### src/design/socb_pkg.sv
package socb_pkg;
   // ****************************************
   // Register map (byte addresses)
   // ****************************************
   localparam logic [7:0] ADDR_MODE_LOCK_MASK = 8'h9A;
   localparam logic [7:0] ADDR_LINE_NUMBERED = 8'h9C;
   localparam logic [7:0] ADDR_LINE_LETTERED = 8'h9E;
   localparam logic [7:0] ADDR_ANGLE_OFFSET = 8'hA0;
   localparam logic [7:0] ADDR_INTERFACE_MODE = 8'hA2;
   localparam logic [15:0] UNMAPPED_READ = 16'h0000;
   // ****************************************
   // Field positions
   // ****************************************
   localparam int BIT_OV_DISABLE = 15;
   localparam int BIT_SPIKE = 14;
   localparam int BIT_OD_HIGH = 11;
   localparam int BIT_OD_MID = 9;
   localparam int BIT_OD_LOW = 7;
   localparam int BIT_SLOPE_HI = 15;
   localparam int BIT_SLOPE_LO = 14;
   localparam int BIT_ANGLE_HI = 15;
   localparam int BIT_ANGLE_LO = 2;
   localparam int BIT_ROT_SENSE = 1;
   localparam int BIT_ANGLE_RSVD = 0;
   localparam logic [15:0] ANGLE_RSVD_MASK = 16'h0001;
   localparam int NVM_WORDS = 5;
   // ****************************************
   // Types
   // ****************************************
   typedef enum logic [1:0] {
      SLOPE_2US = 2'b00,
      SLOPE_4US = 2'b01,
      SLOPE_6US = 2'b10,
      SLOPE_TRISTATE = 2'b11
   } socb_slope_type;
   typedef struct packed {
      logic overvoltageCutoffDisable;
      logic spikeFilterEnable;
      logic out1OpenDrain;
      logic out2OpenDrain;
      logic out3OpenDrain;
      logic outaOpenDrain;
      logic outbOpenDrainEdge;
      logic outcOpenDrain;
   } socb_pad_type;
   typedef struct packed {
      logic [13:0] angleOffset;
      logic rotationSense;
   } socb_angle_type;
endpackage

### src/design/socb_pad_decode.sv
`timescale 1ns/10ps
module socb_pad_decode
   import socb_pkg::*;
(
   input wire logic [15:0] lineNumbered,
   input wire logic [15:0] lineLettered,
   input wire logic [15:0] angleWord,
   output socb_pad_type pad,
   output socb_slope_type slope,
   output socb_angle_type angle
);
   always_comb begin
      pad.overvoltageCutoffDisable = lineNumbered[BIT_OV_DISABLE];
      pad.spikeFilterEnable = lineNumbered[BIT_SPIKE];
      pad.out3OpenDrain = lineNumbered[BIT_OD_HIGH];
      pad.out2OpenDrain = lineNumbered[BIT_OD_MID];
      pad.out1OpenDrain = lineNumbered[BIT_OD_LOW];
      pad.outcOpenDrain = lineLettered[BIT_OD_HIGH];
      pad.outbOpenDrainEdge = lineLettered[BIT_OD_MID];
      pad.outaOpenDrain = lineLettered[BIT_OD_LOW];
      slope = socb_slope_type'(lineLettered[BIT_SLOPE_HI:BIT_SLOPE_LO]);
      angle.angleOffset = angleWord[BIT_ANGLE_HI:BIT_ANGLE_LO];
      angle.rotationSense = angleWord[BIT_ROT_SENSE];
   end
endmodule // socb_pad_decode

### src/design/socb_sensor_output_config_bank.sv
`timescale 1ns/10ps
module socb_sensor_output_config_bank
   import socb_pkg::*;
(
   input wire logic clk_sys,
   input wire logic rst_n,
   input wire logic [7:0] address,
   input wire logic read,
   input wire logic write,
   input wire logic [15:0] writedata,
   output logic [15:0] readdata,
   output logic waitrequest,
   input wire logic [15:0] nvmMask,
   input wire logic [15:0] nvmNumbered,
   input wire logic [15:0] nvmLettered,
   input wire logic [15:0] nvmAngle,
   input wire logic [15:0] nvmMode,
   input wire logic overvoltageFlag,
   input wire logic [5:0] lineDataIn,
   output logic [15:0] interfaceModeEffective,
   output socb_pad_type padConfig,
   output socb_slope_type slopeSel,
   output socb_angle_type angleConfig,
   output logic [5:0] lineOut,
   output logic [5:0] lineOe,
   output logic outputsActive,
   output logic loaded
);
   // ****************************************
   // Working copies and bus state
   // ****************************************
   logic [15:0] modeLockMask;
   logic [15:0] lineNumbered;
   logic [15:0] lineLettered;
   logic [15:0] angleWord;
   logic [15:0] interfaceMode;
   logic pending;
   logic [2:0] ovSync;
   logic ovStable;
   logic [15:0] next_readdata;
   socb_pad_type decodedPad;
   socb_slope_type decodedSlope;
   socb_angle_type decodedAngle;
   logic accessNow;

   // One wait cycle per access: request taken, answered next edge
   assign accessNow = (read || write) && pending;

   always_ff @(posedge clk_sys) begin
      if (!rst_n) begin
         pending <= 1'b0;
      end else if (pending) begin
         pending <= 1'b0;
      end else begin
         pending <= read || write;
      end
   end

   always_ff @(posedge clk_sys) begin
      if (!rst_n) begin
         waitrequest <= 1'b1;
      end else begin
         waitrequest <= !((read || write) && !pending);
      end
   end

   // ****************************************
   // Nonvolatile copy and software writes
   // ****************************************
   always_ff @(posedge clk_sys) begin
      if (!rst_n) begin
         loaded <= 1'b0;
      end else begin
         loaded <= 1'b1;
      end
   end

   always_ff @(posedge clk_sys) begin
      if (!rst_n) begin
         modeLockMask <= 16'h0000;
         lineNumbered <= 16'h0000;
         lineLettered <= 16'h0000;
         angleWord <= 16'h0000;
         interfaceMode <= 16'h0000;
      end else if (!loaded) begin
         modeLockMask <= nvmMask;
         lineNumbered <= nvmNumbered;
         lineLettered <= nvmLettered;
         angleWord <= nvmAngle & ~ANGLE_RSVD_MASK;
         interfaceMode <= nvmMode;
      end else if (write && accessNow) begin
         case (address)
            ADDR_MODE_LOCK_MASK: modeLockMask <= writedata;
            ADDR_LINE_NUMBERED: lineNumbered <= writedata;
            ADDR_LINE_LETTERED: lineLettered <= writedata;
            ADDR_ANGLE_OFFSET: begin
               // Reserved bit 0 held at zero
               angleWord <= writedata & ~ANGLE_RSVD_MASK;
            end
            ADDR_INTERFACE_MODE: interfaceMode <= writedata;
            default: begin
            end
         endcase
      end
   end

   // ****************************************
   // Read path
   // ****************************************
   always_comb begin
      case (address)
         ADDR_MODE_LOCK_MASK: next_readdata = modeLockMask;
         ADDR_LINE_NUMBERED: next_readdata = lineNumbered;
         ADDR_LINE_LETTERED: next_readdata = lineLettered;
         ADDR_ANGLE_OFFSET: next_readdata = angleWord;
         ADDR_INTERFACE_MODE: next_readdata = interfaceMode;
         default: next_readdata = UNMAPPED_READ;
      endcase
   end

   always_ff @(posedge clk_sys) begin
      if (!rst_n) begin
         readdata <= 16'h0000;
      end else if (read && !pending) begin
         readdata <= next_readdata;
      end
   end

   // ****************************************
   // Decoded configuration
   // ****************************************
   socb_pad_decode socb_pad_decode_i (
      .lineNumbered(lineNumbered),
      .lineLettered(lineLettered),
      .angleWord(angleWord),
      .pad(decodedPad),
      .slope(decodedSlope),
      .angle(decodedAngle)
   );

   always_ff @(posedge clk_sys) begin
      if (!rst_n) begin
         interfaceModeEffective <= 16'h0000;
         padConfig <= '0;
         slopeSel <= SLOPE_2US;
         angleConfig <= '0;
      end else begin
         interfaceModeEffective <= interfaceMode & modeLockMask;
         padConfig <= decodedPad;
         slopeSel <= decodedSlope;
         angleConfig <= decodedAngle;
      end
   end

   // ****************************************
   // Overvoltage flag synchroniser
   // ****************************************
   always_ff @(posedge clk_sys) begin
      if (!rst_n) begin
         ovSync <= 3'b000;
         ovStable <= 1'b0;
      end else begin
         ovSync <= {ovSync[1:0], overvoltageFlag};
         if (ovSync[1] == ovSync[2]) begin
            ovStable <= ovSync[2];
         end
      end
   end

   // ****************************************
   // Output pad drive
   // ****************************************
   always_ff @(posedge clk_sys) begin
      if (!rst_n) begin
         outputsActive <= 1'b0;
      end else begin
         outputsActive <= !(ovStable && !lineNumbered[BIT_OV_DISABLE])
            && (decodedSlope != SLOPE_TRISTATE);
      end
   end

   // Open drain drives only low; push-pull drives both levels
   function automatic logic odEnable(input logic openDrain, input logic level);
      odEnable = openDrain ? !level : 1'b1;
   endfunction

   always_ff @(posedge clk_sys) begin
      if (!rst_n) begin
         lineOut <= 6'h00;
         lineOe <= 6'h00;
      end else begin
         lineOut <= lineDataIn;
         for (int i = 0; i < 6; i++) begin
            lineOe[i] <= 1'b0;
         end
         if (!(ovStable && !lineNumbered[BIT_OV_DISABLE])
               && decodedSlope != SLOPE_TRISTATE) begin
            lineOe[0] <= odEnable(decodedPad.out1OpenDrain, lineDataIn[0]);
            lineOe[1] <= odEnable(decodedPad.out2OpenDrain, lineDataIn[1]);
            lineOe[2] <= odEnable(decodedPad.out3OpenDrain, lineDataIn[2]);
            lineOe[3] <= odEnable(decodedPad.outaOpenDrain, lineDataIn[3]);
            lineOe[4] <= odEnable(decodedPad.outbOpenDrainEdge, lineDataIn[4]);
            lineOe[5] <= odEnable(decodedPad.outcOpenDrain, lineDataIn[5]);
         end
      end
   end
endmodule // socb_sensor_output_config_bank

### config.mk
export PLATFORM = sky130hd
export DESIGN_NAME = socb_sensor_output_config_bank
export DESIGN_NICKNAME = d
export VERILOG_FILES = /design/src/design/socb_pkg.sv /design/src/design/socb_pad_decode.sv /design/src/design/socb_sensor_output_config_bank.sv
export SDC_FILE = /design/constraint.sdc
export NUM_CORES = 1
export LEC_CHECK = 0
export BUFFER_PORTS_ARGS = -buffer_cell sky130_fd_sc_hd__clkbuf_2
export CORE_MARGIN = 2
export CORE_UTILIZATION = 55
export DETAILED_ROUTE_END_ITERATION = 12
export GPL_TIMING_DRIVEN = 0
export PLACE_DENSITY = 0.83
export SLEW_MARGIN = 20
export SYNTH_ARGS = -nofsm -noshare
export SYNTH_HDL_FRONTEND = slang
export SYNTH_SLANG_ARGS = --single-unit
export TNS_END_PERCENT = 30
### constraint.sdc
create_clock -name clk_sys -period 5 [get_ports clk_sys]
set_clock_uncertainty 0.05 [all_clocks]
set_input_delay 0 -clock clk_sys [delete_from_list [all_inputs] [get_ports clk_sys]]
set_output_delay 0 -clock clk_sys [all_outputs]
set_load 0.01 [all_outputs]
==> results.txt, run 1 <==
Fmax: 321 MHz
slew of the pin with the lowest slew margin: 915 ps
Root Driver: clkbuf_16
H-tree depth: 4
IO buf count: 185
Via density: 6.51
CTS max path bufs: 2
Synth-to-Final Area Change: 52.3%
number of enable flip-flop cells after synthesis: 0
iteration-0 DRC count of the detailed router: 1,101
worst hold start: writedata[10]
first-pass GRT wire length: 42,700 µm
status: completed
core area: 11,300 µm²
Fin Setup TNS: 0 ps
Final ANT Viol Nets: 0
Hold Path Stages: 3
VDD IR max: 0.290 mV
commonest register cell after synthesis: dfxtp_1
post-synthesis sequential area ratio: 49.2%
vias in the first global route: 7,679
post-synthesis cell count: 642
Setup-failing EPs final: 0
Cell Pwr Density: 316 nW/µm²
Seq cells post-synth: 156
unrepaired setup endpoints after global routing: false
syn nets: 757
Vias: 7,587
drt pass-1 iters: 6
clock sink count: 156
Post-CTS Setup Inserts: 0
Mean Syn Cell Area: 9.88 µm²
max cap viols: 0
clk_lat worst skew: 440 ps
r2r setup slk: 1890 ps
Relative slew margins: 38.6%
Clock Power Share: 40.0%
CP max FO: 10
CP max stage delay: 860 ps
asr flop ratio synth: 0%
Netlist Area Pre-Place: 6340 µm²
CP cell instances: nand2_1 -> nor4_4 -> buf_4 -> mux2i_1 -> a21oi_1 -> dlygate4sd3_1
nets: 1,127
CTS tree: yes
Lkg Pwr: 0.00405 µW
Hold WS: 19.3 ps
layout cells sized above 1: 23.4%
Post-synth top cells: 156 x dfxtp_1, 97 x a21oi_1, 95 x o21ai_0
Routed Wire Length: 28,600 µm
Max stage delay cell, worst path: nor4_4
largest net degree at the start of global routing: 17
met3 Usage GRT: 11.1%
CP arrival: 3380 ps
Core Rows: 39
die width: 111 µm
largest delay contributor family on the critical path: simple AND/OR/NAND/NOR gates
I/O pin total: 187
Slew Limit Fails: 0
initial antenna violation count: 0
most used routing layer: met2
Flop pwr share: 44.9%
Clk pin slew, worst setup/hold paths: 60 ps
WL per Instance: 24.6 µm
CP startpoint: pending$_SDFF_PP0_
fill count: 618
Startpoint Class: flip-flop
Remaining Overflow, GRT: 0
Yosys cell types: 49
Sw Share: 26.9%
count leader, synth: dfxtp_1
final instance area: 9660 µm²
CP required: 5270 ps
Critical R2R Launch: pending$_SDFF_PP0_
share of the synthesized area in the top cell type: 49.2%
Final period util: 62.2%
Initial Utilization: 56.0%
drt drc: 0
combinational share of power: 15.0%
CTS Buf Count: 17
Hold Crit Class: in -> reg
final RePlAce weighted congestion: 0.952
ranking of synthesized cells by area: dfxtp_1 49%, mux2i_1 14%, a21oi_1 7.7%
cell count along the critical path: 6
Synthesis Warnings: 0
Power Internal: 2230 µW
routing usage on met2: 76.2%
met1 Resource Use GR: 50.7%
total global-route track usage: 45.2%
Placement Cell Area: 7450 µm²
Tmin final: 3110 ps
Yosys top cell by area: dfxtp_1
Switch Pwr: 822 µW
R2R cell count: 6
chip height: 111 µm
Fin. Hold Viols: 0
die area: 12,400 µm²
Ant. Diodes: 0
HPWL Detailed: 15,700 µm
WS Path Type: reg -> reg
CP Capture Type: flip-flop
Worst Path Buf+Inv: 2
## power by group through the flow
stage                     combinational (µW)  sequential, µW  clock (µW)
after floorplan                          142            1390           0
after CTS                                418            1360        1190
after global routing                     477            1380        1240
final                                    458            1370        1220
after detailed placement                 304            1390           0
after global placement                   296            1390           0
## registers in the layout, summed over array words and instances (netlist names)
| register | cells |
|---|---|
| interfaceModeEffective | 16 |
| interfaceMode | 16 |
| lineLettered | 16 |
| lineNumbered | 16 |
| modeLockMask | 16 |
| readdata | 16 |
| angleConfig | 15 |
| angleWord | 15 |
| padConfig | 8 |
| lineOe | 6 |
| lineOut | 6 |
| ovSync | 3 |
| slopeSel | 2 |
| loaded | 1 |
| outputsActive | 1 |
| ovStable | 1 |
| pending | 1 |
| waitrequest | 1 |
## cell families after synthesis
kind of cell,synth area share [%]
compound gates,21.0
flops,49.2
simple gates,10.5
mux,15.0
buf+inv,4.28
## tightest hold or removal path: stages
cell and delay [ps]:
clkbuf_2 140, mux2i_1 120, a21oi_1 190
## layout by cell type (no fill, tap or decap), drive strengths merged, types with 4 or more instances in the layout
master       count
clkbuf         254
dlygate4sd3    166
dfxtp          156
a21oi           97
o21ai           95
mux2i           87
and2            34
and3            16
a31oi           10
a22oi           10
nand3            9
buf              9
mux2             7
a32oi            7
o22a             7
nor3             6
nand2            5
inv              5
nand2b           4
o221a            4
## final timing paths
path                                        end
hold reg to reg            ovSync[1]$_SDFF_PN0_
setup / recovery  modeLockMask[14]$_SDFFE_PN0P_
setup reg to reg  modeLockMask[14]$_SDFFE_PN0P_
hold / removal    modeLockMask[10]$_SDFFE_PN0P_
## what timing repair did
| item | CTS | global route |
|---|---|---|
| resized for setup | 0 | 0 |
| setup endpoints to repair | 0 | 0 |
| hold buffers | 166 | 0 |
| hold endpoints to repair | 95 | 0 |
## cell type report
type / instances / area (µm²) / area share (%)
Inverter: 5 / 18.8 / 0.194
Multi-Input combinational cell: 427 / 2960 / 30.6
Buffer: 54 / 253 / 2.62
Tap cell: 143 / 179 / 1.85
Clock buffer: 24 / 502 / 5.20
Timing Repair Buffer: 351 / 2590 / 26.8
Clock inverter: 6 / 37.5 / 0.389
Sequential cell: 156 / 3120 / 32.3
## layer usage
layer	vias to the layer above	part of all wire, %
met3	252	12
met1	3478	34
met2	763	47
li1	3094	-
met5	-	0
met4	0	7.9
## metrics by stage
step                cells  util [%]  total power, µW  setup slack, ps
finish               1166      85.3             3050             1890
global route         1166      85.3             3100             1850
CTS                  1166      85.2             2970             2040
detailed placement    970      65.8             1690             2620
global placement      970      65.8             1680             2670
floorplan             642         -             1530             3150
No activity file was read; power rests on OpenSTA's default activity.
==> run 2: changes to the inputs <==
--- a/config.mk
+++ b/config.mk
@@ -5,12 +5,13 @@
 export SDC_FILE = /design/constraint.sdc
 export NUM_CORES = 1
 export LEC_CHECK = 0
+export ABC_AREA = 1
 export BUFFER_PORTS_ARGS = -buffer_cell sky130_fd_sc_hd__clkbuf_2
 export CORE_MARGIN = 2
-export CORE_UTILIZATION = 55
+export CORE_UTILIZATION = 47
 export DETAILED_ROUTE_END_ITERATION = 12
 export GPL_TIMING_DRIVEN = 0
-export PLACE_DENSITY = 0.83
+export PLACE_DENSITY = 0.75
 export SLEW_MARGIN = 20
 export SYNTH_ARGS = -nofsm -noshare
 export SYNTH_HDL_FRONTEND = slang
==> constraint.sdc (replaced) <==
create_clock -name clk_sys -period 2.75 [get_ports clk_sys]
set_clock_uncertainty 0.05 [all_clocks]
set_input_delay 0 -clock clk_sys [delete_from_list [all_inputs] [get_ports clk_sys]]
set_output_delay 0 -clock clk_sys [all_outputs]
set_load 0.01 [all_outputs]
==> results.txt, run 2 <==
Mean Syn Cell Area: 7.05 µm² (-29%)
H-tree depth: 4 (unchanged)
ranking of synthesized cells by area: dfxtp_1 47%, nand2_1 16%, nand3_1 12%
CP startpoint: loaded$_DFF_P_
I/O pin total: 187 (unchanged)
Remaining Overflow, GRT: 0 (unchanged)
total global-route track usage: 34.3% (-11 points)
asr flop ratio synth: 0% (unchanged)
Vias: 7,703 (+1.5%)
CP arrival: 2230 ps (-1150 ps)
Fmax: 525 MHz (+63%)
post-synthesis sequential area ratio: 46.6% (-2.6 points)
nets: 1,358 (+20%)
Via density: 5.37 (-17%)
Hold WS: 10.6 ps (-8.70 ps)
Tmin final: 1910 ps (-1210 ps)
r2r setup slk: 840 ps (-1040 ps)
CP Capture Type: flip-flop
Ant. Diodes: 0 (unchanged)
Synth Area in Compound Gates: 9.11% (-12 points)
Root Driver: clkbuf_16
Overall Power: 5970 µW (+96%)
status: completed
R2R cell count: 6 (unchanged)
largest net degree at the start of global routing: 17 (unchanged)
final RePlAce weighted congestion: 0.966 (+1.5%)
post-synthesis cell count: 950 (+48%)
WL per Instance: 17.7 µm (-28%)
Max stage delay cell, worst path: dfxtp_1
Clk pin slew, worst setup/hold paths: 60 ps (about the same)
post-synthesis simple-gate area fraction: 34.8% (+24 points)
Critical R2R Launch: loaded$_DFF_P_
met3 Usage GRT: 7.61% (-3.5 points)
Fin. Hold Viols: 0 (unchanged)
Slew Limit Fails: 0 (unchanged)
Placement Cell Area: 7850 µm² (+5.4%)
count leader, synth: nand2_1
slew of the pin with the lowest slew margin: 601 ps (-315 ps)
Yosys cell types: 24 (-51%)
CTS max path bufs: 2 (unchanged)
max cap viols: 0 (unchanged)
clock sink count: 156 (unchanged)
most common cell after layout, fill and taps aside: nand2_1
unrepaired setup endpoints after global routing: false
commonest register cell after synthesis: dfxtp_1
Cell Pwr Density: 633 nW/µm² (+100%)
initial antenna violation count: 0 (unchanged)
commonest cells after routing, fill and taps aside: 279 x nand2_1, 186 x clkbuf_2, 157 x nand3_1
IO buf count: 185 (unchanged)
Worst Path Buf+Inv: 2 (unchanged)
met1 Resource Use GR: 43.3% (-7.4 points)
largest delay contributor family on the critical path: buffers and inverters
CP cell instances: buf_4 -> buf_2 -> nand2_1 -> o21ai_0 -> nand3_1 -> o21ai_1
WS Path Type: reg -> reg
die width: 123 µm (+11%)
CP max FO: 10 (unchanged)
chip height: 123 µm (+11%)
final instance area: 9430 µm² (-2.4%)
Post-Synth Adder-Cell Area: 0% (unchanged)
vias in the first global route: 7,352 (-4.3%)
Final period util: 69.3% (+7.1 points)
Synthesis Warnings: 0 (unchanged)
Setup-failing EPs final: 0 (unchanged)
Relative slew margins: 59.9% (+21 points)
drt drc: 0 (unchanged)
iteration-0 DRC count of the detailed router: 851 (-23%)
post-synthesis xor/xnor area fraction: 0% (unchanged)
die area: 15,200 µm² (+23%)
count of non-filler cells in the finished layout: 1,434 (+23%)
share of the synthesized area in the top cell type: 46.6% (-2.6 points)
Seq cells post-synth: 156 (unchanged)
mux share of post-synthesis cell area: 0% (-15 points)
Fin Setup TNS: 0 ps (unchanged)
CP required: 3070 ps (-2200 ps)
Hold Crit Class: in -> reg
main combinational cell family by area after synthesis: simple AND/OR/NAND/NOR gates
clk_lat worst skew: 440 ps (about the same)
cell count along the critical path: 6 (unchanged)
CTS tree: yes
critical path endpoint: lineLettered[9]$_SDFFE_PN0P_
CP max stage delay: 470 ps (-390 ps)
Reg-to-Reg End: lineLettered[9]$_SDFFE_PN0P_
Netlist Area Pre-Place: 6700 µm² (+5.6%)
drt pass-1 iters: 5 (-1)
Initial Utilization: 48.3% (-7.8 points)
Yosys top cell by area: dfxtp_1
Routed Wire Length: 25,400 µm (-11%)
placed cells: 1,315 (+36%)
most used routing layer: met2
fill count: 1,208 (+95%)
Post-synth top cells: 279 x nand2_1, 157 x nand3_1, 156 x dfxtp_1
core area: 13,900 µm² (+23%)
CTS Buf Count: 17 (unchanged)
Core Rows: 43 (+10%)
HPWL Detailed: 17,600 µm (+12%)
routing usage on met2: 54.8% (-21 points)
Lkg Pwr: 0.00487 µW (+20%)
first-pass GRT wire length: 38,400 µm (-10%)
layout cells sized above 1: 21.8% (-1.6 points)
syn nets: 1,065 (+41%)
Final ANT Viol Nets: 0 (unchanged)
Synth-to-Final Area Change: 40.7%
worst hold start: writedata[0]
number of enable flip-flop cells after synthesis: 0 (unchanged)
post-cts resize count: 0 (unchanged)
Startpoint Class: flip-flop
VDD IR max: 0.416 mV (+43%)
run 2: routing by layer:
metal / vias up / routed length, µm
li1: 3628 / -
met1: 3530 / 10000
met2: 450 / 11700
met3: 95 / 2420
met4: 0 / 1220
met5: - / 0
run 2: final cells by class:
type,instances,area [µm²],share of cell area [%]
inverters,85,319,3.39
repair buffers,274,1820,19.3
well taps,180,225,2.39
flip-flops and latches,156,3120,33.1
multi-input cells,650,2940,31.2
clock inverters,11,240,2.55
clock buffers,19,443,4.70
plain buffers,59,319,3.39
run 2: how the worst min path moves through the flow:
stage / end / slack, ps / cells after the start
floorplan: loaded$_DFF_P_ / -20 / 0
global placement: loaded$_DFF_P_ / 70 / 1
detailed placement: loaded$_DFF_P_ / 70 / 1
CTS: interfaceMode[0]$_SDFFE_PN0P_ / 0.9 / 5
global route: interfaceMode[0]$_SDFFE_PN0P_ / 30 / 5
finish: interfaceMode[0]$_SDFFE_PN0P_ / 10 / 5
run 2: what timing repair did:
action	in CTS	in global routing
hold endpoints to repair	96	0
hold buffers	89	0
setup buffers	0	0
run 2: kinds of logic (layout without fill, tap and decap cells):
logic type / Yosys count / count (layout)
buffers and inverters: 144 / 448
AOI/OAI and AO/OA: 122 / 122
DFF: 156 / 156
and+or+nand+nor: 528 / 528
run 2: tightest hold or removal path, delay by kind of cell:
| kind | cells | cell delay [ps] |
|---|---|---|
| buf+inv | 1 | 80 |
| simple gates | 3 | 310 |
| compound gates | 1 | 50 |
run 2: power by group:
group,internal (µW),leakage (µW),switching [µW]
combinational,306,0.00326,424
sequential,2380,0.00128,85.7
clock,1810,0.000330,958
total,4500,0.00487,1470
run 2: through the flow:
stage / util (%) / setup WS, ps
final: 67.9 / 845
after detailed placement: 56.6 / 978
after global routing: 67.9 / 808
after floorplan: - / 1440
after CTS: 67.9 / 953
after global placement: 56.6 / 1000
==> run 3: changes to the inputs <==
--- a/config.mk
+++ b/config.mk
@@ -8,10 +8,10 @@
 export ABC_AREA = 1
 export BUFFER_PORTS_ARGS = -buffer_cell sky130_fd_sc_hd__clkbuf_2
 export CORE_MARGIN = 2
-export CORE_UTILIZATION = 47
+export CORE_UTILIZATION = 52
 export DETAILED_ROUTE_END_ITERATION = 12
 export GPL_TIMING_DRIVEN = 0
-export PLACE_DENSITY = 0.75
+export PLACE_DENSITY = 0.79
 export SLEW_MARGIN = 20
 export SYNTH_ARGS = -nofsm -noshare
 export SYNTH_HDL_FRONTEND = slang
==> constraint.sdc (replaced) <==
create_clock -name clk_sys -period 1.87 [get_ports clk_sys]
set_clock_uncertainty 0.05 [all_clocks]
set_input_delay 0 -clock clk_sys [delete_from_list [all_inputs] [get_ports clk_sys]]
set_output_delay 0 -clock clk_sys [all_outputs]
set_load 0.01 [all_outputs]
==> results.txt, run 3 (synthesis results as in run 2) <==
Switch Pwr: 2210 µW (+51%)
CP Capture Type: flip-flop
Overall Power: 7950 µW (+33%)
drt pass-1 iters: 7 (+2)
clock sink count: 156 (unchanged)
CP max FO: 10 (unchanged)
CTS tree: yes
CP cell instances: buf_4 -> buf_4 -> nand2_1 -> nand2_1 -> nand2_1 -> a21oi_1
area of the multi-input gates: 2950 µm² (+0.26%)
largest net degree at the start of global routing: 17 (unchanged)
most frequent CP cell: nand2_1
Flop pwr share: 45.8% (+4.4 points)
fill count: 1,034 (-14%)
slew of the pin with the lowest slew margin: 629 ps (+27.8 ps)
Power Internal: 5740 µW (+28%)
CP max stage delay: 460 ps (about the same)
commonest cells after routing, fill and taps aside: 276 x nand2_1, 186 x clkbuf_2, 157 x nand3_1
Relative slew margins: 58.1% (-1.9 points)
vias in the first global route: 7,537 (+2.5%)
max cap viols: 0 (unchanged)
Initial Utilization: 53.1% (+4.8 points)
VDD IR max: 0.618 mV (+49%)
initial antenna violation count: 1 (+1)
Vias: 7,933 (+3.0%)
Lkg Pwr: 0.00481 µW (-1.4%)
CTS Buf Count: 17 (unchanged)
Synth-to-Final Area Change: 38.8%
first-pass GRT wire length: 39,600 µm (+3.2%)
Fin. Hold Viols: 0 (unchanged)
status: completed
chip height: 118 µm (-4.8%)
H-tree depth: 4 (unchanged)
drt drc: 0 (unchanged)
iteration-0 DRC count of the detailed router: 1,040 (+22%)
clk_lat worst skew: 440 ps (about the same)
unrepaired setup endpoints after global routing: false
Fin Setup TNS: 0 ps (unchanged)
WL per Instance: 18.2 µm (+2.7%)
Root Driver: clkbuf_16
CTS max path bufs: 2 (unchanged)
die area: 13,800 µm² (-9.3%)
Fmax: 545 MHz (+3.8%)
CP arrival: 2140 ps (-90 ps)
nets: 1,359 (+0.074%)
Clock Power Share: 40.6% (-5.8 points)
IO buf count: 185 (unchanged)
Hold Crit Class: in -> reg
Register Area: 3120 µm² (unchanged)
I/O pin total: 187 (unchanged)
Remaining Overflow, GRT: 0 (unchanged)
total global-route track usage: 37.5% (+3.2 points)
CP required: 2180 ps (-890 ps)
Via density: 5.55 (+3.3%)
Core Rows: 41 (-4.7%)
Clk pin slew, worst setup/hold paths: 70 ps (about the same)
Setup-failing EPs final: 0 (unchanged)
most common cell after layout, fill and taps aside: nand2_1
Final period util: 98.2% (+29 points)
WS Path Type: reg -> reg
combinational share of power: 13.6% (+1.4 points)
Tmin final: 1840 ps (-69.6 ps)
Sw Share: 27.8% (+3.2 points)
Cell Pwr Density: 855 nW/µm² (+35%)
Routed Wire Length: 26,000 µm (+2.4%)
HPWL Detailed: 17,600 µm (about the same)
layout cells sized above 1: 22.0% (+0.27 points)
final RePlAce weighted congestion: 1.01 (+4.2%)
Max stage delay cell, worst path: dfxtp_1
core area: 12,600 µm² (-9.1%)
Startpoint Class: flip-flop
Final ANT Viol Nets: 0 (unchanged)
die width: 118 µm (-4.8%)
Slew Limit Fails: 0 (unchanged)
## run 3: what timing repair did
| action | CTS | global route |
|---|---|---|
| hold buffers | 90 | 0 |
| gates resized for setup | 0 | 3 |
| setup buffers | 0 | 0 |
| hold endpoints to repair | 96 | 0 |
| setup endpoints to repair | 0 | 8 |
## run 3: worst max-delay path: cells and delay by family, from the launching register on
| family | cells | cell delay, ps |
|---|---|---|
| flip-flops | 1 | 460 |
| buffers and inverters | 2 | 490 |
| AND/OR/NAND/NOR | 3 | 620 |
| AO/OA/AOI/OAI | 1 | 130 |
## run 3: per-stage QoR
step                instance area (µm²)  setup WS [ps]  hold WS (ps)  utilization [%]  instances
CTS                                9290           27.3          35.5             73.6       1429
detailed placement                 7840           81.4          77.2             62.1       1307
global route                       9300           7.18          30.9             73.7       1430
finish                             9300           34.2          16.7             73.7       1430
global placement                   7840            107          74.5             62.1       1307
floorplan                          6700            562         -22.3                -        950
## run 3: worst paths after layout
kind	start	to	slack (ps)	cells after the start
worst max register to register	loaded$_DFF_P_	interfaceMode[10]$_SDFFE_PN0P_	30	6
worst max-delay path	loaded$_DFF_P_	interfaceMode[10]$_SDFFE_PN0P_	30	6
worst min-delay path	writedata[11]	lineNumbered[11]$_SDFFE_PN0P_	20	5
worst min register to register	ovSync[0]$_SDFF_PN0_	ovSync[1]$_SDFF_PN0_	370	2
## run 3: area by class of cell
| cell class | count | share of cell area, % |
|---|---|---|
| multi-input cells | 650 | 31.7 |
| clock buffers | 21 | 4.95 |
| well taps | 172 | 2.31 |
| repair buffers | 275 | 19.6 |
| flip-flops and latches | 156 | 33.6 |
| diodes | 1 | 0.0269 |
| inverters | 85 | 3.43 |
| clock inverters | 11 | 0.928 |
| plain buffers | 59 | 3.43 |
## run 3: layer usage
metal	share of wire, %	GRT usage [%]	wire [µm]
met5	0	0	0
met4	5.3	21.8	1380
met3	11	8.14	2810
met2	46	60.9	12100
met1	37	45.9	9750
## run 3: power groups by stage
stage               Sequential (µW)  Combinational [µW]  Clock, µW
finish                         3640                1080       3230
detailed placement             3700                 886          0
CTS                            3630                1040       3210
global route                   3650                1180       3350
floorplan                      3690                 485          0
global placement               3700                 874          0
